[config.mk]
export PLATFORM = sky130hd
export DESIGN_NAME = ssc_channel
export DESIGN_NICKNAME = d
export VERILOG_FILES = /design/src/rtl/ssc_pkg.sv /design/src/rtl/ssc_sync2.sv /design/src/rtl/ssc_clk_div.sv /design/src/rtl/ssc_channel.sv
export SDC_FILE = /design/constraint.sdc
export NUM_CORES = 1
export LEC_CHECK = 0
export ABC_CLOCK_PERIOD_IN_PS = 3000
export BUFFER_PORTS_ARGS = -buffer_cell sky130_fd_sc_hd__buf_2
export CAP_MARGIN = 20
export CORE_MARGIN = 1.5
export CORE_UTILIZATION = 50
export CTS_CLUSTER_DIAMETER = 150
export DETAILED_ROUTE_END_ITERATION = 16
export PLACE_DENSITY = 0.74
export SYNTH_ARGS = -nofsm -noshare
export SYNTH_HDL_FRONTEND = slang
export SYNTH_SLANG_ARGS = --single-unit
[constraint.sdc]
create_clock -name clk_sys -period 3 [get_ports clk_sys]
set_clock_uncertainty 0.15 [all_clocks]
set_input_delay 0.6 -clock clk_sys [delete_from_list [all_inputs] [get_ports clk_sys]]
set_output_delay 0.6 -clock clk_sys [all_outputs]
set_load 0.05 [all_outputs]
[src/rtl/ssc_pkg.sv]
// Contract
// - master data write starts clock and data
// - single mode: transfer end event, then read
// - event source: transfer end or buffer empty
// - write while buffer full overwrites data
// - buffered period read returns pending transmit
// - timing select writable during operation
// - slave shifts on external serial clock
// - overrun is the only detected error
// - word length seven or eight bits
// - slave rate at most operation clock/6
// - data phase: output at or before clock
// - clock phase bit inverts serial clock
// - stop trigger clears channel running status
// - clock gate off resets whole unit
package ssc_pkg;

  // ------------------------------------------------------------
  // bus geometry
  // ------------------------------------------------------------
  localparam int unsigned DATA_W = 8;             // register data width
  localparam int unsigned ADDR_W = 3;             // register address width

  // ------------------------------------------------------------
  // register offsets
  // ------------------------------------------------------------
  localparam logic [2:0] ADDR_DATA   = 3'h0;      // channel_data_reg
  localparam logic [2:0] ADDR_MODE   = 3'h1;      // mode and phase bits
  localparam logic [2:0] ADDR_STATUS = 3'h2;      // channel_status_reg
  localparam logic [2:0] ADDR_CTRL   = 3'h3;      // start / stop triggers
  localparam logic [2:0] ADDR_DIV    = 3'h4;      // master half-period

  // ------------------------------------------------------------
  // mode register fields
  // ------------------------------------------------------------
  localparam int unsigned MODE_IRQ_TIMING = 0;    // 1 = buffer empty event
  localparam int unsigned MODE_SLAVE      = 1;    // 1 = external clock
  localparam int unsigned MODE_LEN8       = 2;    // 1 = 8 bit, 0 = 7 bit
  localparam int unsigned MODE_DAP        = 3;    // data_phase_select
  localparam int unsigned MODE_CKP        = 4;    // clock_phase_select
  localparam int unsigned MODE_LSB_FIRST  = 5;    // data direction
  localparam int unsigned MODE_OUT_EN     = 6;    // serial_output_enable
  localparam int unsigned MODE_OUT_LEVEL  = 7;    // serial_data_level

  // ------------------------------------------------------------
  // status and control fields
  // ------------------------------------------------------------
  localparam int unsigned STAT_OVERRUN  = 0;      // write 1 clears
  localparam int unsigned STAT_BUF_FULL = 1;      // buffer_full_flag
  localparam int unsigned STAT_BUSY     = 2;      // transfer_in_progress
  localparam int unsigned STAT_RUNNING  = 3;      // channel_running_status
  localparam int unsigned CTRL_START    = 0;      // write 1 to start
  localparam int unsigned CTRL_STOP     = 1;      // stop_trigger_bit

  // ------------------------------------------------------------
  // reset values and counts
  // ------------------------------------------------------------
  localparam logic [7:0] MODE_RESET   = 8'h84;    // 8 bit, output idles high
  localparam logic [7:0] DIV_RESET    = 8'h04;    // master half-period, cycles
  localparam logic [7:0] TX_FILL      = 8'hff;    // slave shift with no data
  localparam logic [3:0] LAST_EDGE_8  = 4'hf;     // 16 edges per 8-bit word
  localparam logic [3:0] LAST_EDGE_7  = 4'hd;     // 14 edges per 7-bit word

  // ------------------------------------------------------------
  // shifter phase
  // ------------------------------------------------------------
  typedef enum logic [0:0] {
    PH_IDLE  = 1'b0,
    PH_SHIFT = 1'b1
  } ssc_phase_type;

endpackage

[src/rtl/ssc_sync2.sv]
module ssc_sync2
  import ssc_pkg::*;
#(
  parameter int unsigned WIDTH = 2
) (
  // clock and reset
  input  wire logic             clk_sys,
  input  wire logic             arst_n,
  // asynchronous levels in, synchronised levels out
  input  wire logic [WIDTH-1:0] async_in,
  output logic      [WIDTH-1:0] sync_out
);

  // ------------------------------------------------------------
  // elaboration check
  // ------------------------------------------------------------
  if (WIDTH < 1) begin : g_bad_width
    $error("ssc_sync2: WIDTH must be at least 1");
  end

  // two stages; the first is read only by the second
  typedef struct packed {
    logic [WIDTH-1:0] meta;    // first stage
    logic [WIDTH-1:0] stable;  // second stage
  } ssc_sync_type;

  ssc_sync_type s_reg;         // registered state
  ssc_sync_type s_next;        // next state

  // next-state copy
  always_comb begin
    s_next        = s_reg;
    s_next.meta   = async_in;
    s_next.stable = s_reg.meta;
  end

  // state register
  always_ff @(posedge clk_sys or negedge arst_n) begin
    if (!arst_n) begin
      s_reg <= '0;
    end else begin
      s_reg <= s_next;
    end
  end

  assign sync_out = s_reg.stable;

endmodule

[src/rtl/ssc_clk_div.sv]
module ssc_clk_div
  import ssc_pkg::*;
#(
  parameter int unsigned DIV_W = 8
) (
  // clock and reset
  input  wire logic             clk_sys,
  input  wire logic             arst_n,
  // control
  input  wire logic             run,
  input  wire logic [DIV_W-1:0] half_cycles,
  // one-cycle pulse each half period of the serial clock
  output logic                  tick
);

  // ------------------------------------------------------------
  // elaboration check
  // ------------------------------------------------------------
  if (DIV_W < 2) begin : g_bad_width
    $error("ssc_clk_div: DIV_W must be at least 2");
  end

  typedef struct packed {
    logic [DIV_W-1:0] cnt;     // cycles into the half period
    logic             tick;    // registered pulse
  } ssc_div_type;

  ssc_div_type d_reg;          // registered state
  ssc_div_type d_next;         // next state
  logic [DIV_W-1:0] limit;     // terminal count

  // a zero setting acts as one, so the clock never stalls
  always_comb begin
    limit  = (half_cycles == '0) ? '0 : half_cycles - 1'b1;
    d_next = d_reg;
    d_next.tick = 1'b0;
    if (!run) begin
      // restart cleanly so every word gets full half periods
      d_next.cnt = '0;
    end else if (d_reg.cnt >= limit) begin
      d_next.cnt  = '0;
      d_next.tick = 1'b1;
    end else begin
      d_next.cnt = d_reg.cnt + 1'b1;
    end
  end

  // state register
  always_ff @(posedge clk_sys or negedge arst_n) begin
    if (!arst_n) begin
      d_reg <= '0;
    end else begin
      d_reg <= d_next;
    end
  end

  assign tick = d_reg.tick;

endmodule

[src/rtl/ssc_channel.sv]
module ssc_channel
  import ssc_pkg::*;
(
  // clock and reset
  input  wire logic              clk_sys,
  input  wire logic              arst_n,
  // unit clock supply; low holds the channel in reset
  input  wire logic              peripheral_clock_gate,
  // register port
  input  wire logic [ADDR_W-1:0] reg_addr,
  input  wire logic [DATA_W-1:0] reg_wdata,
  input  wire logic              reg_write,
  input  wire logic              reg_read,
  output logic      [DATA_W-1:0] reg_rdata,
  // event to the interrupt controller
  output logic                   channel_irq,
  // serial clock pin, two-way
  input  wire logic              serial_clock_pin_in,
  output logic                   serial_clock_pin_out,
  output logic                   serial_clock_pin_oe,
  // serial data pins
  input  wire logic              serial_in_pin,
  output logic                   serial_out_pin
);

  // ------------------------------------------------------------
  // state
  // ------------------------------------------------------------
  typedef struct packed {
    ssc_phase_type phase;      // shifter idle or busy
    logic          running;    // channel_running_status
    logic [7:0]    mode;       // mode and phase bits
    logic [7:0]    div;        // master half-period
    logic [7:0]    tx_buf;     // serial_io_buffer, transmit side
    logic          buf_full;   // buffer_full_flag
    logic [7:0]    rx_data;    // last received word
    logic          rx_valid;   // received word not yet read
    logic          overrun;    // overrun_flag
    logic [7:0]    tx_sh;      // transmit shifter
    logic [7:0]    rx_sh;      // receive shifter
    logic [3:0]    ecnt;       // serial clock edges in this word
    logic          sck_lvl;    // normalised master clock, idles high
    logic          nclk_q;     // last normalised slave clock level
    logic          so_lvl;     // serial output level
    logic          sck_pin;    // clock pin drive level
    logic          irq;        // one-cycle event
    logic [7:0]    rdata;      // read data, cycle after the strobe
  } ssc_state_type;

  localparam ssc_state_type RESET_STATE = '{
    phase:    PH_IDLE,
    running:  1'b0,
    mode:     MODE_RESET,
    div:      DIV_RESET,
    tx_buf:   8'h00,
    buf_full: 1'b0,
    rx_data:  8'h00,
    rx_valid: 1'b0,
    overrun:  1'b0,
    tx_sh:    8'h00,
    rx_sh:    8'h00,
    ecnt:     4'h0,
    sck_lvl:  1'b1,
    nclk_q:   1'b1,
    so_lvl:   1'b1,
    sck_pin:  1'b1,
    irq:      1'b0,
    rdata:    8'h00
  };

  ssc_state_type r_reg;        // registered state
  ssc_state_type r_next;       // next state

  // ------------------------------------------------------------
  // helpers
  // ------------------------------------------------------------
  logic [1:0] pin_sync;        // synchronised clock and data inputs
  logic       sck_s;           // synchronised serial clock
  logic       si_s;            // synchronised serial data in
  logic       div_tick;        // master half-period pulse
  logic       is_slave;        // external clock mode
  logic       nclk;            // slave clock, normalised to idle high
  logic       lead;            // first edge of each bit
  logic       trail;           // second edge of each bit
  logic       done;            // last edge of the word seen
  logic       wr_data;         // decoded data write
  logic       wr_mode;         // decoded mode write
  logic       wr_stat;         // decoded status write
  logic       wr_ctrl;         // decoded control write
  logic       wr_div;          // decoded divider write

  // external pins cross into clk_sys before anything looks at them
  ssc_sync2 #(
    .WIDTH (2)
  ) u_sync (
    .clk_sys  (clk_sys),
    .arst_n   (arst_n),
    .async_in ({serial_clock_pin_in, serial_in_pin}),
    .sync_out (pin_sync)
  );

  assign sck_s    = pin_sync[1];
  assign si_s     = pin_sync[0];
  assign is_slave = r_reg.mode[MODE_SLAVE];

  // master clock generator runs only while a word is shifting
  ssc_clk_div #(
    .DIV_W (8)
  ) u_div (
    .clk_sys     (clk_sys),
    .arst_n      (arst_n),
    .run         (r_reg.running && !is_slave && (r_reg.phase == PH_SHIFT)),
    .half_cycles (r_reg.div),
    .tick        (div_tick)
  );

  // ------------------------------------------------------------
  // shifter functions
  // ------------------------------------------------------------
  // next output bit, by data direction
  function automatic logic out_bit(input logic [7:0] sh, input logic [7:0] m);
    out_bit = m[MODE_LSB_FIRST] ? sh[0] : sh[7];
  endfunction

  // advance the transmit shifter by one bit
  function automatic logic [7:0] tx_shift(input logic [7:0] sh, input logic [7:0] m);
    tx_shift = m[MODE_LSB_FIRST] ? {1'b1, sh[7:1]} : {sh[6:0], 1'b1};
  endfunction

  // take a word into the shifter; a 7-bit word is left-aligned for msb first
  function automatic ssc_state_type load_word(input ssc_state_type s,
                                              input logic [7:0]    d);
    ssc_state_type t;
    t       = s;
    t.tx_sh = (!s.mode[MODE_LSB_FIRST] && !s.mode[MODE_LEN8]) ? {d[6:0], 1'b1} : d;
    t.phase = PH_SHIFT;
    t.ecnt  = 4'h0;
    t.rx_sh = 8'h00;
    // phase 1 puts the first bit out half a clock early
    if (s.mode[MODE_DAP]) begin
      t.so_lvl = out_bit(t.tx_sh, s.mode);
      t.tx_sh  = tx_shift(t.tx_sh, s.mode);
    end
    load_word = t;
  endfunction

  // ------------------------------------------------------------
  // edge detection
  // ------------------------------------------------------------
  // clock phase bit inverts the pin before use
  assign nclk = sck_s ^ r_reg.mode[MODE_CKP];

  // master edges come from the divider, slave edges from the pin
  always_comb begin
    if (is_slave) begin
      lead  = r_reg.nclk_q && !nclk;
      trail = !r_reg.nclk_q && nclk;
    end else begin
      lead  = div_tick && !r_reg.ecnt[0];
      trail = div_tick && r_reg.ecnt[0];
    end
  end

  // ------------------------------------------------------------
  // address decode
  // ------------------------------------------------------------
  always_comb begin
    wr_data = 1'b0;
    wr_mode = 1'b0;
    wr_stat = 1'b0;
    wr_ctrl = 1'b0;
    wr_div  = 1'b0;
    if (!reg_write) begin
      wr_data = 1'b0;
    end else if (reg_addr == ADDR_DATA) begin
      wr_data = 1'b1;
    end else if (reg_addr == ADDR_MODE) begin
      wr_mode = 1'b1;
    end else if (reg_addr == ADDR_STATUS) begin
      wr_stat = 1'b1;
    end else if (reg_addr == ADDR_CTRL) begin
      wr_ctrl = 1'b1;
    end else if (reg_addr == ADDR_DIV) begin
      wr_div = 1'b1;
    end
  end

  // ------------------------------------------------------------
  // next state
  // ------------------------------------------------------------
  always_comb begin
    r_next       = r_reg;
    r_next.irq   = 1'b0;
    r_next.rdata = 8'h00;
    done         = 1'b0;
    r_next.nclk_q = nclk;

    // reads first, so a word landing this cycle keeps its valid bit
    if (reg_read) begin
      if (reg_addr == ADDR_DATA) begin
        // buffered period shows pending transmit data, shifter untouched
        r_next.rdata = r_reg.buf_full ? r_reg.tx_buf : r_reg.rx_data;
        if (!r_reg.buf_full) begin
          r_next.rx_valid = 1'b0;
        end
      end else if (reg_addr == ADDR_MODE) begin
        r_next.rdata = r_reg.mode;
      end else if (reg_addr == ADDR_STATUS) begin
        r_next.rdata[STAT_OVERRUN]  = r_reg.overrun;
        r_next.rdata[STAT_BUF_FULL] = r_reg.buf_full;
        r_next.rdata[STAT_BUSY]     = (r_reg.phase == PH_SHIFT) || r_reg.buf_full;
        r_next.rdata[STAT_RUNNING]  = r_reg.running;
      end else if (reg_addr == ADDR_DIV) begin
        r_next.rdata = r_reg.div;
      end
    end

    // overrun clear by writing 1; a new overrun below still wins
    if (wr_stat && reg_wdata[STAT_OVERRUN]) begin
      r_next.overrun = 1'b0;
    end

    // idle: take buffered data, or a slave word clocked without data
    if (r_reg.running && r_reg.phase == PH_IDLE) begin
      if (r_reg.buf_full) begin
        r_next          = load_word(r_next, r_reg.tx_buf);
        r_next.buf_full = 1'b0;
        // buffer empty event in continuous mode
        r_next.irq      = r_reg.mode[MODE_IRQ_TIMING];
      end else if (is_slave && lead) begin
        r_next = load_word(r_next, TX_FILL);
      end
    end

    // shifting: one action per serial clock edge
    if (r_reg.running && r_next.phase == PH_SHIFT && (lead || trail)) begin
      if (lead) begin
        r_next.sck_lvl = 1'b0;
      end else begin
        r_next.sck_lvl = 1'b1;
      end
      // phase 0: drive on lead, sample on trail; phase 1 the reverse
      if (lead ^ r_reg.mode[MODE_DAP]) begin
        if (!(trail && (r_next.ecnt == last_edge()))) begin
          r_next.so_lvl = out_bit(r_next.tx_sh, r_reg.mode);
          r_next.tx_sh  = tx_shift(r_next.tx_sh, r_reg.mode);
        end
      end else begin
        r_next.rx_sh = r_reg.mode[MODE_LSB_FIRST] ? {si_s, r_next.rx_sh[7:1]}
                                                  : {r_next.rx_sh[6:0], si_s};
      end
      if (r_next.ecnt == last_edge()) begin
        done = 1'b1;
      end else begin
        r_next.ecnt = r_next.ecnt + 4'h1;
      end
    end

    // word complete
    if (done) begin
      r_next.phase    = PH_IDLE;
      // 7-bit words: lsb-first sits high, msb-first low
      if (r_reg.mode[MODE_LEN8]) begin
        r_next.rx_data = r_next.rx_sh;
      end else if (r_reg.mode[MODE_LSB_FIRST]) begin
        r_next.rx_data = {1'b0, r_next.rx_sh[7:1]};
      end else begin
        r_next.rx_data = {1'b0, r_next.rx_sh[6:0]};
      end
      r_next.rx_valid = 1'b1;
      // unread word overwritten: the one error this channel detects
      if (r_next.rx_valid && r_reg.rx_valid) begin
        r_next.overrun = 1'b1;
      end
      // transfer end event in single mode
      if (!r_reg.mode[MODE_IRQ_TIMING]) begin
        r_next.irq = 1'b1;
      end
      // either mode: next buffered word follows with no gap; event here in continuous mode
      if (r_next.buf_full) begin
        r_next          = load_word(r_next, r_next.tx_buf);
        r_next.buf_full = 1'b0;
        if (r_reg.mode[MODE_IRQ_TIMING]) begin
          r_next.irq = 1'b1;
        end
      end
    end

    // data write lands last: it overwrites a full buffer
    if (wr_data) begin
      r_next.tx_buf   = reg_wdata;
      r_next.buf_full = 1'b1;
    end

    // timing select may change mid-transfer, taking effect at word end
    if (wr_mode) begin
      r_next.mode = reg_wdata;
    end
    if (wr_div) begin
      r_next.div = reg_wdata;
    end

    // start and stop; stop aborts the shifter and wins over start
    if (wr_ctrl && reg_wdata[CTRL_START]) begin
      r_next.running = 1'b1;
    end
    if (wr_ctrl && reg_wdata[CTRL_STOP]) begin
      r_next.running = 1'b0;
      r_next.phase   = PH_IDLE;
      r_next.sck_lvl = 1'b1;
    end

    // output disabled: data pin shows the software level
    if (!r_next.mode[MODE_OUT_EN]) begin
      r_next.so_lvl = r_next.mode[MODE_OUT_LEVEL];
    end
    r_next.sck_pin = r_next.sck_lvl ^ r_next.mode[MODE_CKP];

    // clock supply off clears everything
    if (!peripheral_clock_gate) begin
      r_next = RESET_STATE;
    end
  end

  // ------------------------------------------------------------
  // small combinational helpers used above
  // ------------------------------------------------------------
  // last edge index for the selected length
  function automatic logic [3:0] last_edge();
    last_edge = r_reg.mode[MODE_LEN8] ? LAST_EDGE_8 : LAST_EDGE_7;
  endfunction

  // ------------------------------------------------------------
  // state register
  // ------------------------------------------------------------
  always_ff @(posedge clk_sys or negedge arst_n) begin
    if (!arst_n) begin
      r_reg <= RESET_STATE;
    end else begin
      r_reg <= r_next;
    end
  end

  // ------------------------------------------------------------
  // outputs
  // ------------------------------------------------------------
  assign reg_rdata            = r_reg.rdata;
  assign channel_irq          = r_reg.irq;
  assign serial_out_pin       = r_reg.so_lvl;
  assign serial_clock_pin_out = r_reg.sck_pin;
  // master drives the clock only while running; slave listens
  assign serial_clock_pin_oe  = r_reg.running && !is_slave;

endmodule

==> results.cfg <==
[placement]
hpwl_mm = 10.9
portBuffers = 29
dp.cells = 768
finalWeightedCongestion = 0.918
postPlaceCellArea_mm2 = 0.00575

[logic_synthesis]
synth.area.top_cells = sky130_fd_sc_hd__dfrtp_1 (35%), sky130_fd_sc_hd__mux2i_1 (6.2%), sky130_fd_sc_hd__nand2_1 (6.1%)
synthesis.area_mm2 = 0.00536
synth_seq_cells = 83
synth.yosys.warnings = 0
synthesis.instances = 618
synthFlopType = sky130_fd_sc_hd__dfrtp_1
synth-seq-area-share_pct = 38.9
asr_flop_ratio_synth_pct = 100
synth.largest_area_cell = sky130_fd_sc_hd__dfrtp_1
synth.avg_cell_area_um2 = 8.67
post-synth-top-count-cell = sky130_fd_sc_hd__nand2_1
syn-num-nets = 647
post_synth_top_area_share_pct = 35.5
synth_common_cells = sky130_fd_sc_hd__nand2_1 (87), sky130_fd_sc_hd__dfrtp_1 (76), sky130_fd_sc_hd__a21oi_1 (54)
number_of_enable_flip_flop_cells_after_synthesis = 0
synthDistinctLibCells = 67

[critical_path]
critical_path.slowest_cell = sky130_fd_sc_hd__dfrtp_1
end_kind = flop
worstPathArrival_ns = 3.11
critPathTopFamily = compound AO/OA/AOI/OAI gates
crit_path_start_kind = flop
timing.critical_path.fanout_max = 6
worst-endpoint-required_ns = 3.10
crit_type = reg2reg
cp_cell_instances = inv_2, ha_4, nor2b_4, nand3b_1, or3_4, and2_4, ha_4, nand2b_4, a21o_1, a21o_1, a211oi_4, o21ai_4, a2111oi_4
critPathMaxStageDelay_ns = 0.41
path_buf_inv = 1

[sta]
period_needed_ns = 3.01
period_share_pct = 100
timing.hold.ws_ns = 0.0539
timing.max_slew.rel_slack_pct = 53.7
maxClockFrequency_mhz = 333
rsz0062_at_grt = yes
worst-slew-pin-transition_ns = 0.695
hold_viol = 0
timing.final.max_slew_violations = 0
postLayoutSetupSlackWorst_ns = -0.00631
report.final.setup_viol = 2

[detailed_routing]
via_count = 4862
drc_errors = 0
routed_wire_length_per_instance_um = 18.9
detail_route.iter0.violations = 434
detailedRoute.firstPassIterationCount = 5
viasPerCell = 6.18
route.antenna.remaining_nets = 0
routed_wl_mm = 14.8

[die]
std_cell_rows = 37
initial_core_util_pct = 51.7
core-area_mm2 = 0.0104
die_height_um = 107
dieArea_mm2 = 0.0113
boundaryPins = 30
die_width_um = 107

[clock_network]
htree_num_levels = 3
tritoncts_clock_tree = built
clk-insertion-delay-late_ns = 0.36
number_of_sinks_on_the_clock_net = 83
cts_buffers = 9
ctsRootBufferMaster = sky130_fd_sc_hd__clkbuf_8
clk_pin_slew_worst_paths_ns = 0.09
cts_buffer_depth = 2
hold_buffers = 0

[hold_path]
hp-class = in2async

[global_routing]
grt_max_degree = 47
grt_pass1_wl_mm = 23.9
grt-ovfl-total = 0
grt_antenna_before_repair = 0
first_global_vias = 4703
grt_usage_pct = 26.9

[status]
run_status = finished with violations
failed_checks = setup timing

[cells_and_area]
largest_register_ff_count = 58
area.growth.synth_to_final_pct = 12.9
post_layout_nonfiller_instances = 787
num_antenna_cells = 0
finalNetCount = 675
share_of_layout_cells_above_drive_strength_1_pct = 19.4
finalCoreUtilization_pct = 58.3
final_area_mm2 = 0.00605

[power]
net-switching-power_mw = 0.606
share_comb_of_total_power_pct = 10.5
power.clock.fraction_pct = 35.1
netSwitchingFraction_pct = 28.5
powerDensity_mw_per_mm2 = 351
vdd_drop_max_mv = 0.258
leakagePower_nw = 2.56
seq_power_share_pct = 54.4
cellInternalPower_mw = 1.52
design_power_total_mw = 2.12

[flow_run]
cap_viol_max_count = 0
## power groups by stage
stage | clock network [mW] | registers (mW) | logic, mW
after floorplan | 0 | 1.17 | 0.130
after global placement | 0 | 1.18 | 0.209
after detailed placement | 0 | 1.18 | 0.214
after CTS | 0.761 | 1.16 | 0.217
after global routing | 0.814 | 1.16 | 0.243
final | 0.746 | 1.16 | 0.222
## metal layers
metal / share of wire (%) / vias to the layer above / wire length, µm / track usage, %
met4: 2.8 / 0 / 416 / 10.5
met3: 5.9 / 28 / 875 / 3.56
met1: 44 / 2359 / 6460 / 37.0
li1: - / 2286 / - / -
met5: 0 / - / 0 / 0
met2: 48 / 189 / 7090 / 43.2
## placed cells by master, fill, tap and decap left out, types with 11 or more instances in the layout
cell	count
sky130_fd_sc_hd__o21ai_0	22
sky130_fd_sc_hd__and3_1	11
sky130_fd_sc_hd__a21oi_1	53
sky130_fd_sc_hd__dfrtp_1	76
sky130_fd_sc_hd__buf_2	28
sky130_fd_sc_hd__nand2_1	87
sky130_fd_sc_hd__inv_1	12
sky130_fd_sc_hd__nor2_1	50
sky130_fd_sc_hd__mux2i_1	33
sky130_fd_sc_hd__buf_4	32
sky130_fd_sc_hd__nand3_1	17
sky130_fd_sc_hd__mux2_2	15
sky130_fd_sc_hd__nor3_1	20
## area by class of cell
class                      instances  area, µm²
timing repair buffer              61        400
clock inverter                     6       48.8
tap                              136        170
inverter                          16       60.1
sequential                        83       2090
fill                             909       4320
clock buffer                      10        128
multi-input combinational        475       3160
## cells by family (layout without fill, tap and decap cells)
kind of cell,count (synthesis),count (layout),synth area share (%)
multiplexers,48,48,9.32
buffers and inverters,60,93,4.97
AND/OR/NAND/NOR,239,239,21.2
adder cells (fa/ha/maj),11,11,2.57
AO/OA/AOI/OAI,163,163,20.3
flip-flops,83,83,38.9
XOR/XNOR,14,14,2.71
## repair_timing
action | CTS | global route
setup endpoints to repair | 4 | 8
pin swaps | 7 | 5
setup buffers | 1 | 2
resized for setup | 10 | 8
## path summary, 6_finish.rpt
path                             startpoint                    to  slack (ns)  cells after the start
max                               r_reg[52]        u_div.d_reg[5]      -0.006                     13
min                                  arst_n        u_div.d_reg[6]        0.05                      1
max reg2reg                       r_reg[52]        u_div.d_reg[5]      -0.006                     13
min reg2reg                u_sync.s_next[1]    u_sync.sync_out[1]        0.20                      0
max in group asynchronous            arst_n  serial_clock_pin_out        1.96                      2
min in group clk_sys          serial_in_pin      u_sync.s_next[0]        0.20                      1
## stage by stage
step	setup WS [ns]	setup TNS, ns
after floorplan	-0.0265	-0.0265
after global placement	-0.0210	-0.0210
after detailed placement	-0.196	-0.588
after CTS	-0.0873	-0.253
after global routing	-0.139	-0.795
final	-0.00631	-0.0119
No activity file was read; power rests on OpenSTA's default activity.
